<file path="config.mk">
export PLATFORM = sky130hd
export DESIGN_NAME = cmc_mode_control
export DESIGN_NICKNAME = d
export VERILOG_FILES = /design/src/include/cmc_pkg.sv /design/src/hdl/cmc_mode_control.sv
export SDC_FILE = /design/constraint.sdc
export NUM_CORES = 1
export LEC_CHECK = 0
export BUFFER_PORTS_ARGS = -buffer_cell sky130_fd_sc_hd__buf_4
export CAP_MARGIN = 20
export CORE_MARGIN = 8
export CORE_UTILIZATION = 33
export CTS_CLUSTER_SIZE = 24
export DETAILED_ROUTE_END_ITERATION = 7
export SLEW_MARGIN = 10
export SYNTH_ARGS = -nofsm -noshare
export SYNTH_HDL_FRONTEND = slang
export SYNTH_SLANG_ARGS = --single-unit
</file>
<file path="constraint.sdc">
create_clock -name sys_clk -period 1.9 [get_ports sys_clk]
set_input_delay 0.38 -clock sys_clk [delete_from_list [all_inputs] [get_ports sys_clk]]
set_output_delay 0.38 -clock sys_clk [all_outputs]
set_load 0.02 [all_outputs]
</file>
<file path="src/include/cmc_pkg.sv">
// shared constants and types for the processor mode configuration block
`default_nettype none
package cmc_pkg;
  localparam int CMC_INT_W = 6;
  localparam logic [4:0] CMC_SEL_MODE_CONTROL = 5'h03;
  localparam logic [4:0] CMC_SEL_STATUS = 5'h0c;
  localparam int CMC_LOCK_BIT = 31;
  localparam int CMC_SLOW_BUS_BIT = 30;
  localparam int CMC_BURST_FILL_BIT = 29;
  localparam int CMC_FPU_IRQ_LSB = 23;
  localparam int CMC_HALT_BIT = 22;
  localparam int CMC_REDUCED_CLOCK_BIT = 21;
  localparam int CMC_ALT_CACHE_BIT = 20;
  localparam int CMC_ISOLATE_BIT = 16;
  localparam int CMC_SWAP_BIT = 17;
  localparam int CMC_MISS_BIT = 19;
  localparam int CMC_CU1_BIT = 29;
  localparam logic [CMC_INT_W-1:0] CMC_FPU_IRQ_RESET = 6'h08;
  localparam logic [31:0] CMC_ZERO_WORD = 32'h0000_0000;
  localparam logic [2:0] CMC_WORDS_BURST = 3'h4;
  localparam logic [2:0] CMC_WORDS_SINGLE = 3'h1;
  localparam logic [3:0] CMC_CLK_DIV_LAST = 4'hf;
  localparam logic [4:0] CMC_ICACHE_KB_NORMAL = 5'h10;
  localparam logic [4:0] CMC_DCACHE_KB_NORMAL = 5'h04;
  localparam logic [4:0] CMC_CACHE_KB_ALT = 5'h08;
  localparam int CMC_CLK_PERIOD_NS = 10;
  localparam int CMC_TURN_NORMAL_NS = 15;
  localparam int CMC_TURN_SLOW_NS = 45;
  localparam int CMC_TURN_NORMAL_RAW = (CMC_TURN_NORMAL_NS + CMC_CLK_PERIOD_NS - 1)
                                       / CMC_CLK_PERIOD_NS;
  localparam int CMC_TURN_SLOW_RAW = (CMC_TURN_SLOW_NS + CMC_CLK_PERIOD_NS - 1)
                                     / CMC_CLK_PERIOD_NS;
  localparam logic [3:0] CMC_TURN_NORMAL_CYC = 4'(CMC_TURN_NORMAL_RAW);
  localparam logic [3:0] CMC_TURN_SLOW_CYC = 4'(CMC_TURN_SLOW_RAW);

  typedef struct packed {
    logic lock;
    logic slow_bus;
    logic data_miss_burst_fill;
    logic [CMC_INT_W-1:0] fpu_irq_select;
    logic halt;
    logic reduced_clock;
    logic alternate_cache_split;
  } cmc_mode_t;

  typedef struct packed {
    logic cu1;
    logic cache_miss_flag;
    logic cache_swap;
    logic cache_isolate_bit;
  } cmc_status_t;
endpackage
`default_nettype wire

</file>
<file path="src/hdl/cmc_mode_control.sv">
// processor mode configuration register, cache status controls and fpu hooks
`default_nettype none

// Functional notes
// - with lock set, later writes to the mode control register are ignored
// - slow bus bit lengthens the wait before the bus changes direction
// - burst fill bit set fetches four words on a data miss, else one
// - one-hot fpu interrupt field picks which interrupt input carries fpu exceptions
// - halt bit stalls the processor until reset or an interrupt arrives
// - reduced clock bit divides processor and system clock rate by sixteen
// - alternate cache bit splits caches into eight kilobytes each
// - reserved bits are written as zero by software and read back as zero
// - cache isolate keeps stores and miss fills away from external memory
// - cache swap sends data accesses to the instruction cache
// - status miss flag reports whether the last data cache access missed
// - with coprocessor 1 unusable, each fpu instruction raises a trap
// - fpu condition comes from compares or control moves, never the pin
// - fpu interrupt defaults to input 3; its external pin is ignored
// - burst fill bit starts from the reset strap, software may change it
module cmc_mode_control
  import cmc_pkg::*;
#(
  parameter int INT_W = CMC_INT_W
) (
  input wire logic sys_clk,
  input wire logic reset,
  input wire logic [4:0] cp0_reg_sel,
  input wire logic cp0_wr_en,
  input wire logic [31:0] cp0_wdata,
  output logic [31:0] cp0_rdata,
  input wire logic mode_burst_fill_strap,
  input wire logic [INT_W-1:0] int_pins_n,
  input wire logic fpu_exception,
  output logic [INT_W-1:0] cpu_int,
  output logic cpu_stall,
  output logic cpu_clk_tick,
  output logic sysclk_tick,
  input wire logic bus_turn_req,
  output logic bus_turn_ready,
  input wire logic store_req,
  output logic mem_store_en,
  input wire logic dcache_access,
  input wire logic dcache_hit,
  output logic fill_word_req,
  output logic [1:0] fill_word_index,
  input wire logic mem_word_ack,
  output logic dside_to_icache,
  output logic [4:0] icache_kb,
  output logic [4:0] dcache_kb,
  input wire logic fp_instr_valid,
  output logic cop1_trap,
  input wire logic fpu_cmp_valid,
  input wire logic fpu_cmp_result,
  input wire logic fpu_cond_wr,
  input wire logic fpu_cond_wdata,
  output logic fpu_condition_flag
);

  cmc_mode_t mode;
  cmc_mode_t next_mode;
  cmc_status_t status;
  cmc_status_t next_status;
  logic [3:0] clk_div;
  logic [3:0] turn_count;
  logic [2:0] fill_left;
  logic [2:0] next_fill_left;
  logic [1:0] next_fill_index;
  logic wake_event;
  logic [INT_W-1:0] next_cpu_int;
  logic [31:0] mode_word;
  logic [31:0] status_word;
  logic [31:0] next_rdata;

  wire mode_wr = cp0_wr_en && (cp0_reg_sel == CMC_SEL_MODE_CONTROL);
  wire status_wr = cp0_wr_en && (cp0_reg_sel == CMC_SEL_STATUS);
  wire mode_wr_ok = mode_wr && !mode.lock;
  wire status_rd = (cp0_reg_sel == CMC_SEL_STATUS);
  wire mode_rd = (cp0_reg_sel == CMC_SEL_MODE_CONTROL);
  wire div_last = (clk_div == CMC_CLK_DIV_LAST);
  wire tick_now = !mode.reduced_clock || div_last;
  wire fill_start = dcache_access && !dcache_hit && !status.cache_isolate_bit &&
                    (fill_left == 3'h0);
  wire [2:0] fill_words = mode.data_miss_burst_fill ? CMC_WORDS_BURST
                                                    : CMC_WORDS_SINGLE;
  wire fpu_sel_onehot = (mode.fpu_irq_select != '0) &&
                        ((mode.fpu_irq_select & (mode.fpu_irq_select - 1'b1)) == '0);
  wire [3:0] turn_load = mode.slow_bus ? CMC_TURN_SLOW_CYC : CMC_TURN_NORMAL_CYC;

  // interrupt routing: the input owned by the fpu drops its pin and carries the
  // fpu exception instead; a malformed selection leaves all pins untouched
  genvar gi;
  generate
    for (gi = 0; gi < INT_W; gi++) begin : g_int
      wire owned = fpu_sel_onehot && mode.fpu_irq_select[gi];
      assign next_cpu_int[gi] = owned ? fpu_exception : !int_pins_n[gi];
    end
  endgenerate

  assign wake_event = (next_cpu_int != '0);

  always_comb begin
    next_mode = mode;
    if (mode_wr_ok) begin
      next_mode.lock = cp0_wdata[CMC_LOCK_BIT];
      next_mode.slow_bus = cp0_wdata[CMC_SLOW_BUS_BIT];
      next_mode.data_miss_burst_fill = cp0_wdata[CMC_BURST_FILL_BIT];
      next_mode.fpu_irq_select = cp0_wdata[CMC_FPU_IRQ_LSB +: INT_W];
      next_mode.halt = cp0_wdata[CMC_HALT_BIT];
      next_mode.reduced_clock = cp0_wdata[CMC_REDUCED_CLOCK_BIT];
      next_mode.alternate_cache_split = cp0_wdata[CMC_ALT_CACHE_BIT];
    end
    // wake beats a halt write in the same cycle so an arriving interrupt is not lost
    if (wake_event) begin
      next_mode.halt = 1'b0;
    end
  end

  always_comb begin
    next_status = status;
    if (status_wr) begin
      next_status.cu1 = cp0_wdata[CMC_CU1_BIT];
      next_status.cache_swap = cp0_wdata[CMC_SWAP_BIT];
      next_status.cache_isolate_bit = cp0_wdata[CMC_ISOLATE_BIT];
    end
    // miss flag is hardware owned; software writes never touch it
    if (dcache_access) begin
      next_status.cache_miss_flag = !dcache_hit;
    end
  end

  always_comb begin
    mode_word = CMC_ZERO_WORD;
    mode_word[CMC_LOCK_BIT] = mode.lock;
    mode_word[CMC_SLOW_BUS_BIT] = mode.slow_bus;
    mode_word[CMC_BURST_FILL_BIT] = mode.data_miss_burst_fill;
    mode_word[CMC_FPU_IRQ_LSB +: INT_W] = mode.fpu_irq_select;
    mode_word[CMC_HALT_BIT] = mode.halt;
    mode_word[CMC_REDUCED_CLOCK_BIT] = mode.reduced_clock;
    mode_word[CMC_ALT_CACHE_BIT] = mode.alternate_cache_split;
  end

  always_comb begin
    status_word = CMC_ZERO_WORD;
    status_word[CMC_CU1_BIT] = status.cu1;
    status_word[CMC_MISS_BIT] = status.cache_miss_flag;
    status_word[CMC_SWAP_BIT] = status.cache_swap;
    status_word[CMC_ISOLATE_BIT] = status.cache_isolate_bit;
  end

  always_comb begin
    if (mode_rd) begin
      next_rdata = mode_word;
    end else if (status_rd) begin
      next_rdata = status_word;
    end else begin
      next_rdata = CMC_ZERO_WORD;
    end
  end

  always_comb begin
    next_fill_left = fill_left;
    next_fill_index = fill_word_index;
    if (fill_start) begin
      next_fill_left = fill_words;
      next_fill_index = 2'h0;
    end else if ((fill_left != 3'h0) && mem_word_ack) begin
      next_fill_left = fill_left - 3'h1;
      next_fill_index = fill_word_index + 2'h1;
    end
  end

  // sync reset loads the strap directly; only the fill size follows it
  always_ff @(posedge sys_clk) begin
    if (reset) begin
      mode <= '{lock: 1'b0, slow_bus: 1'b0, data_miss_burst_fill: mode_burst_fill_strap,
                fpu_irq_select: CMC_FPU_IRQ_RESET, halt: 1'b0, reduced_clock: 1'b0,
                alternate_cache_split: 1'b0};
    end else begin
      mode <= next_mode;
    end
  end

  always_ff @(posedge sys_clk) begin
    if (reset) begin
      status <= '0;
    end else begin
      status <= next_status;
    end
  end

  always_ff @(posedge sys_clk) begin
    if (reset) begin
      cp0_rdata <= CMC_ZERO_WORD;
      cpu_int <= '0;
    end else begin
      cp0_rdata <= next_rdata;
      cpu_int <= next_cpu_int;
    end
  end

  always_ff @(posedge sys_clk) begin
    if (reset || !mode.reduced_clock) begin
      clk_div <= 4'h0;
    end else begin
      clk_div <= clk_div + 4'h1;
    end
  end

  always_ff @(posedge sys_clk) begin
    if (reset) begin
      cpu_clk_tick <= 1'b0;
      sysclk_tick <= 1'b0;
    end else begin
      cpu_clk_tick <= tick_now && !next_mode.halt;
      sysclk_tick <= tick_now;
    end
  end

  assign cpu_stall = mode.halt;

  // a new request restarts the count, so back to back turns each get the full gap
  always_ff @(posedge sys_clk) begin
    if (reset) begin
      turn_count <= 4'h0;
    end else if (bus_turn_req) begin
      turn_count <= turn_load;
    end else if (turn_count != 4'h0) begin
      turn_count <= turn_count - 4'h1;
    end
  end

  assign bus_turn_ready = (turn_count == 4'h0) && !bus_turn_req;

  always_ff @(posedge sys_clk) begin
    if (reset) begin
      fill_left <= 3'h0;
      fill_word_index <= 2'h0;
    end else begin
      fill_left <= next_fill_left;
      fill_word_index <= next_fill_index;
    end
  end

  assign fill_word_req = (fill_left != 3'h0);

  always_ff @(posedge sys_clk) begin
    if (reset) begin
      mem_store_en <= 1'b0;
      cop1_trap <= 1'b0;
      fpu_condition_flag <= 1'b0;
    end else begin
      mem_store_en <= store_req && !status.cache_isolate_bit;
      cop1_trap <= fp_instr_valid && !status.cu1;
      if (fpu_cmp_valid) begin
        fpu_condition_flag <= fpu_cmp_result;
      end else if (fpu_cond_wr) begin
        fpu_condition_flag <= fpu_cond_wdata;
      end
    end
  end

  always_ff @(posedge sys_clk) begin
    if (reset) begin
      dside_to_icache <= 1'b0;
      icache_kb <= CMC_ICACHE_KB_NORMAL;
      dcache_kb <= CMC_DCACHE_KB_NORMAL;
    end else begin
      dside_to_icache <= status.cache_swap;
      icache_kb <= mode.alternate_cache_split ? CMC_CACHE_KB_ALT : CMC_ICACHE_KB_NORMAL;
      dcache_kb <= mode.alternate_cache_split ? CMC_CACHE_KB_ALT : CMC_DCACHE_KB_NORMAL;
    end
  end

endmodule
`default_nettype wire

</file>
==> metrics.md <==
| Metric | Value |
|---|---|
| Worst Tran Pin Value | ~0.54 ns |
| Grt total ovfl | 0 |
| Int Pwr | around 2.2 mW |
| Worst Skew | about 0.0097 ns |
| Post-synthesis mux area share | 4.05% |
| Pin count of the biggest net entering global routing | 43 |
| Crit-path max cell delay | 0.31 ns |
| Crit path max-delay cell type | dfxtp_1 |
| Crit-path cells | inv_1 > ha_1 > nor3b_2 > nor2b_1 > buf_4 |
| Sequential area share after synthesis | between 40% and 50% |
| Worst R2R Path Depth | 5 |
| Ant. Diodes | 0 |
| Mapped Area | 2500 µm² |
| Top-area cell type share of the netlist area | 45.6% |
| H-tree levels | 3 |
| Hold buffer count at cts | 0 |
| # rows | 31 |
| Count leader, synth | dfxtp_1 |
| Final Hold Viols | 0 |
| IO buf count | 75 |
| Final worst slack | 0.148 ns |
| Die H | 103 µm |
| Main synth FF type | dfxtp_1 |
| Hold path depth | 2 |
| Clk sinks | 58 |
| Mapped Cells | 268 |
| Post-synth top area cell | dfxtp_1 |
| Antenna violations before repair | 0 |
| Unique masters post-synth | 47 |
| Core Util, Final | 46.3% |
| PwrDens | 926 nW/µm² |
| Leading post-synthesis cells by cell area | dfxtp_1 46%, buf_4 7.5%, nor2_1 5.8% |
| Buffers & Inverters on Critical Path | 2 |
| Crit path required time | 1.52 ns |
| Yosys warning count | 0 |
| First-pass detailed-route iteration total | 4 |
| DP HPWL | 4.59 mm |
| Max VDD drop | between 0.3 and 0.4 mV |
| Critical Path AT | 1.37 ns |
| Max Fclk | 0.571 GHz |
| Post-Synth Adder-Cell Area | 2.50% |
| Maximum fanout along the worst path | 3 |
| Via/cell ratio | 4.45 |
| Final ANT Viol Nets | 0 |
| Layout cells sized above 1 | 32.2% |
| Initial drt markers | between 60 and 70 |
| Die extent in x | 103 µm |
| Via count | about 2.0k |
| Fill cell count | between 700 and 800 |
| Clock transition at path regs | 0.07 ns |
| GPL Wtd Cong | roughly 0.77 |
| Yosys reg bits | 58 |
| Clock power share | 38.5% |
| CTS tree | done |
| Multi-input gate area | 1170 µm² |
| Period minus WS final | about 1.8 ns |
| Slew headroom | 63.9% |
| Largest family of logic cells by synthesized area | simple AND/OR/NAND/NOR gates |
| Crit. End Element | output pin |
| Startpoint types | flop |
| # IOs | 117 |
| Dpl ws | 0.0840 ns |
| Avg Cell Area, Syn | approximately 9.3 µm² |
| Lkg Pwr | between 1 and 1.5 nW |
| Total power | ~3.1 mW |
| Post-CTS repair timing setup buffer count | 0 |
| CTS resizes | 0 |
| Die ar. | between 10000 and 15000 µm² |
| Sequential power share | 42.4% |
| Status | finished, final reports clean |
| Tcrit/Tclk final | slightly above 90% |
| Initial core utilization | 34.4% |
| Clock Latency Late Sink | 0.33 ns |
| Core ar. | ~7300 µm² |
| Net Sw Power | 883 µW |
| Clock Root Buffer | clkbuf_8 |
| XOR/XNOR share of the synthesized area | 3.15% |
| WS Path Type | reg2out |
| Clock tree buffer depth | 2 |
| Final wirelength | 6.13 mm |
| Switching Share | 28.3% |
| Fin. max-slew vios | 0 |
| First-pass GRT wire length | 9.65 mm |
| Layout Nets | 418 |
| Routed len/inst | 13.4 µm |
| Hold Crit Class | in2reg |
| Post-Synth Simple-Gate Area | 23.4% |
| Seq. cell area | around 1200 µm² |
| DR DRC count | 0 |
| # setup viols final | 0 |
| CTS Buf Count | 9 |
| Compound-Gate Fraction of Synth Area | 9.59% |
| Commonest cells in the netlist | 57 x dfxtp_1, 39 x nor2_1, 25 x buf_4 |
| Top delay family on crit path | simple AND/OR/NAND/NOR gates |
| Synth async-reset ratio | 0% |
| Max Cap Violations | 0 |
| Post-synth EDFFs | 1 |
| Vias in the first global route | 2051 |
| Levels on crit path | 5 |
| Layout area overhead | 34.8% |
| Setup TNS | 0 ns |
| Logic pwr share | 19.1% |
| All-layer global routing usage | a little under an eighth |
[cells by family (layout without fill, tap and decap cells)]
logic type / count (synthesis) / after routing
DFF: 58 / 58
xor gates and xnor gates: 9 / 9
other: 1 / 23
and+or+nand+nor: 109 / 109
muxes: 10 / 10
adders and majority gates: 5 / 5
AOI/OAI and AO/OA: 34 / 34
buffers and inverters: 42 / 112
[path summary, 6_finish.rpt]
check                startpoint             end  slack [ns]
hold / removal    dcache_access       status[2]        0.23
setup reg to reg        mode[7]       cpu_stall        0.16
hold reg to reg      clk_div[0]      clk_div[0]        0.45
setup / recovery  turn_count[0]  bus_turn_ready        0.15
[flip-flops by register name, indices dropped and copies added, names as in the netlist, 2 cells and up]
signal           flops
status               4
fill_word_index      2
cp0_rdata           15
fill_left            3
clk_div              4
turn_count           4
cpu_int              6
mode                11
[power groups by stage]
stage	clock, mW	sequential, mW	combinational [mW]
CTS	1.24	1.32	0.600
global placement	0	1.35	0.589
finish	1.20	1.32	0.597
detailed placement	0	1.35	0.598
floorplan	0	1.38	0.397
global route	1.30	1.33	0.664
[per-stage QoR]
step,instances,instance area (µm²),hold WS (ns)
finish,459,3380,0.233
global route,459,3380,0.224
CTS,459,3360,0.213
detailed placement,443,3150,0.438
global placement,443,3150,0.430
floorplan,290,2590,0.418
[layout by cell type (no fill, tap or decap), drive strengths merged, types with 2 or more instances in the layout]
master / count
a211oi: 7
conb: 23
clkinvlp: 3
a221oi: 2
inv: 8
ha: 5
nor3: 6
xor2: 3
dfxtp: 57
a21o: 2
a21oi: 9
nor2: 39
nand3: 5
nand2b: 6
o21ai: 3
nand4: 3
nand4b: 2
xnor2: 6
mux2i: 9
nor4: 5
and2: 15
nand2: 11
nand3b: 3
nor2b: 5
nor4b: 2
a31oi: 3
nor3b: 3
clkbuf: 11
buf: 88
[per-layer routing]
| metal | up-vias | wire length (µm) | GRT usage, % |
|---|---|---|---|
| li1 | 1046 | - | - |
| met1 | 909 | 2850 | 14.8 |
| met2 | 82 | 2660 | 17.8 |
| met3 | 4 | 583 | 4.59 |
| met4 | 0 | 41 | 4.67 |
| met5 | - | 0 | 0 |
[layout make-up]
class	instances	area share [%]
flip-flops and latches	58	34.8
well taps	99	3.67
repair buffers	88	19.6
clock inverters	5	1.82
clock buffers	11	4.52
multi-input cells	190	34.7
inverters	8	0.890
(Power assumes the default switching activity.)
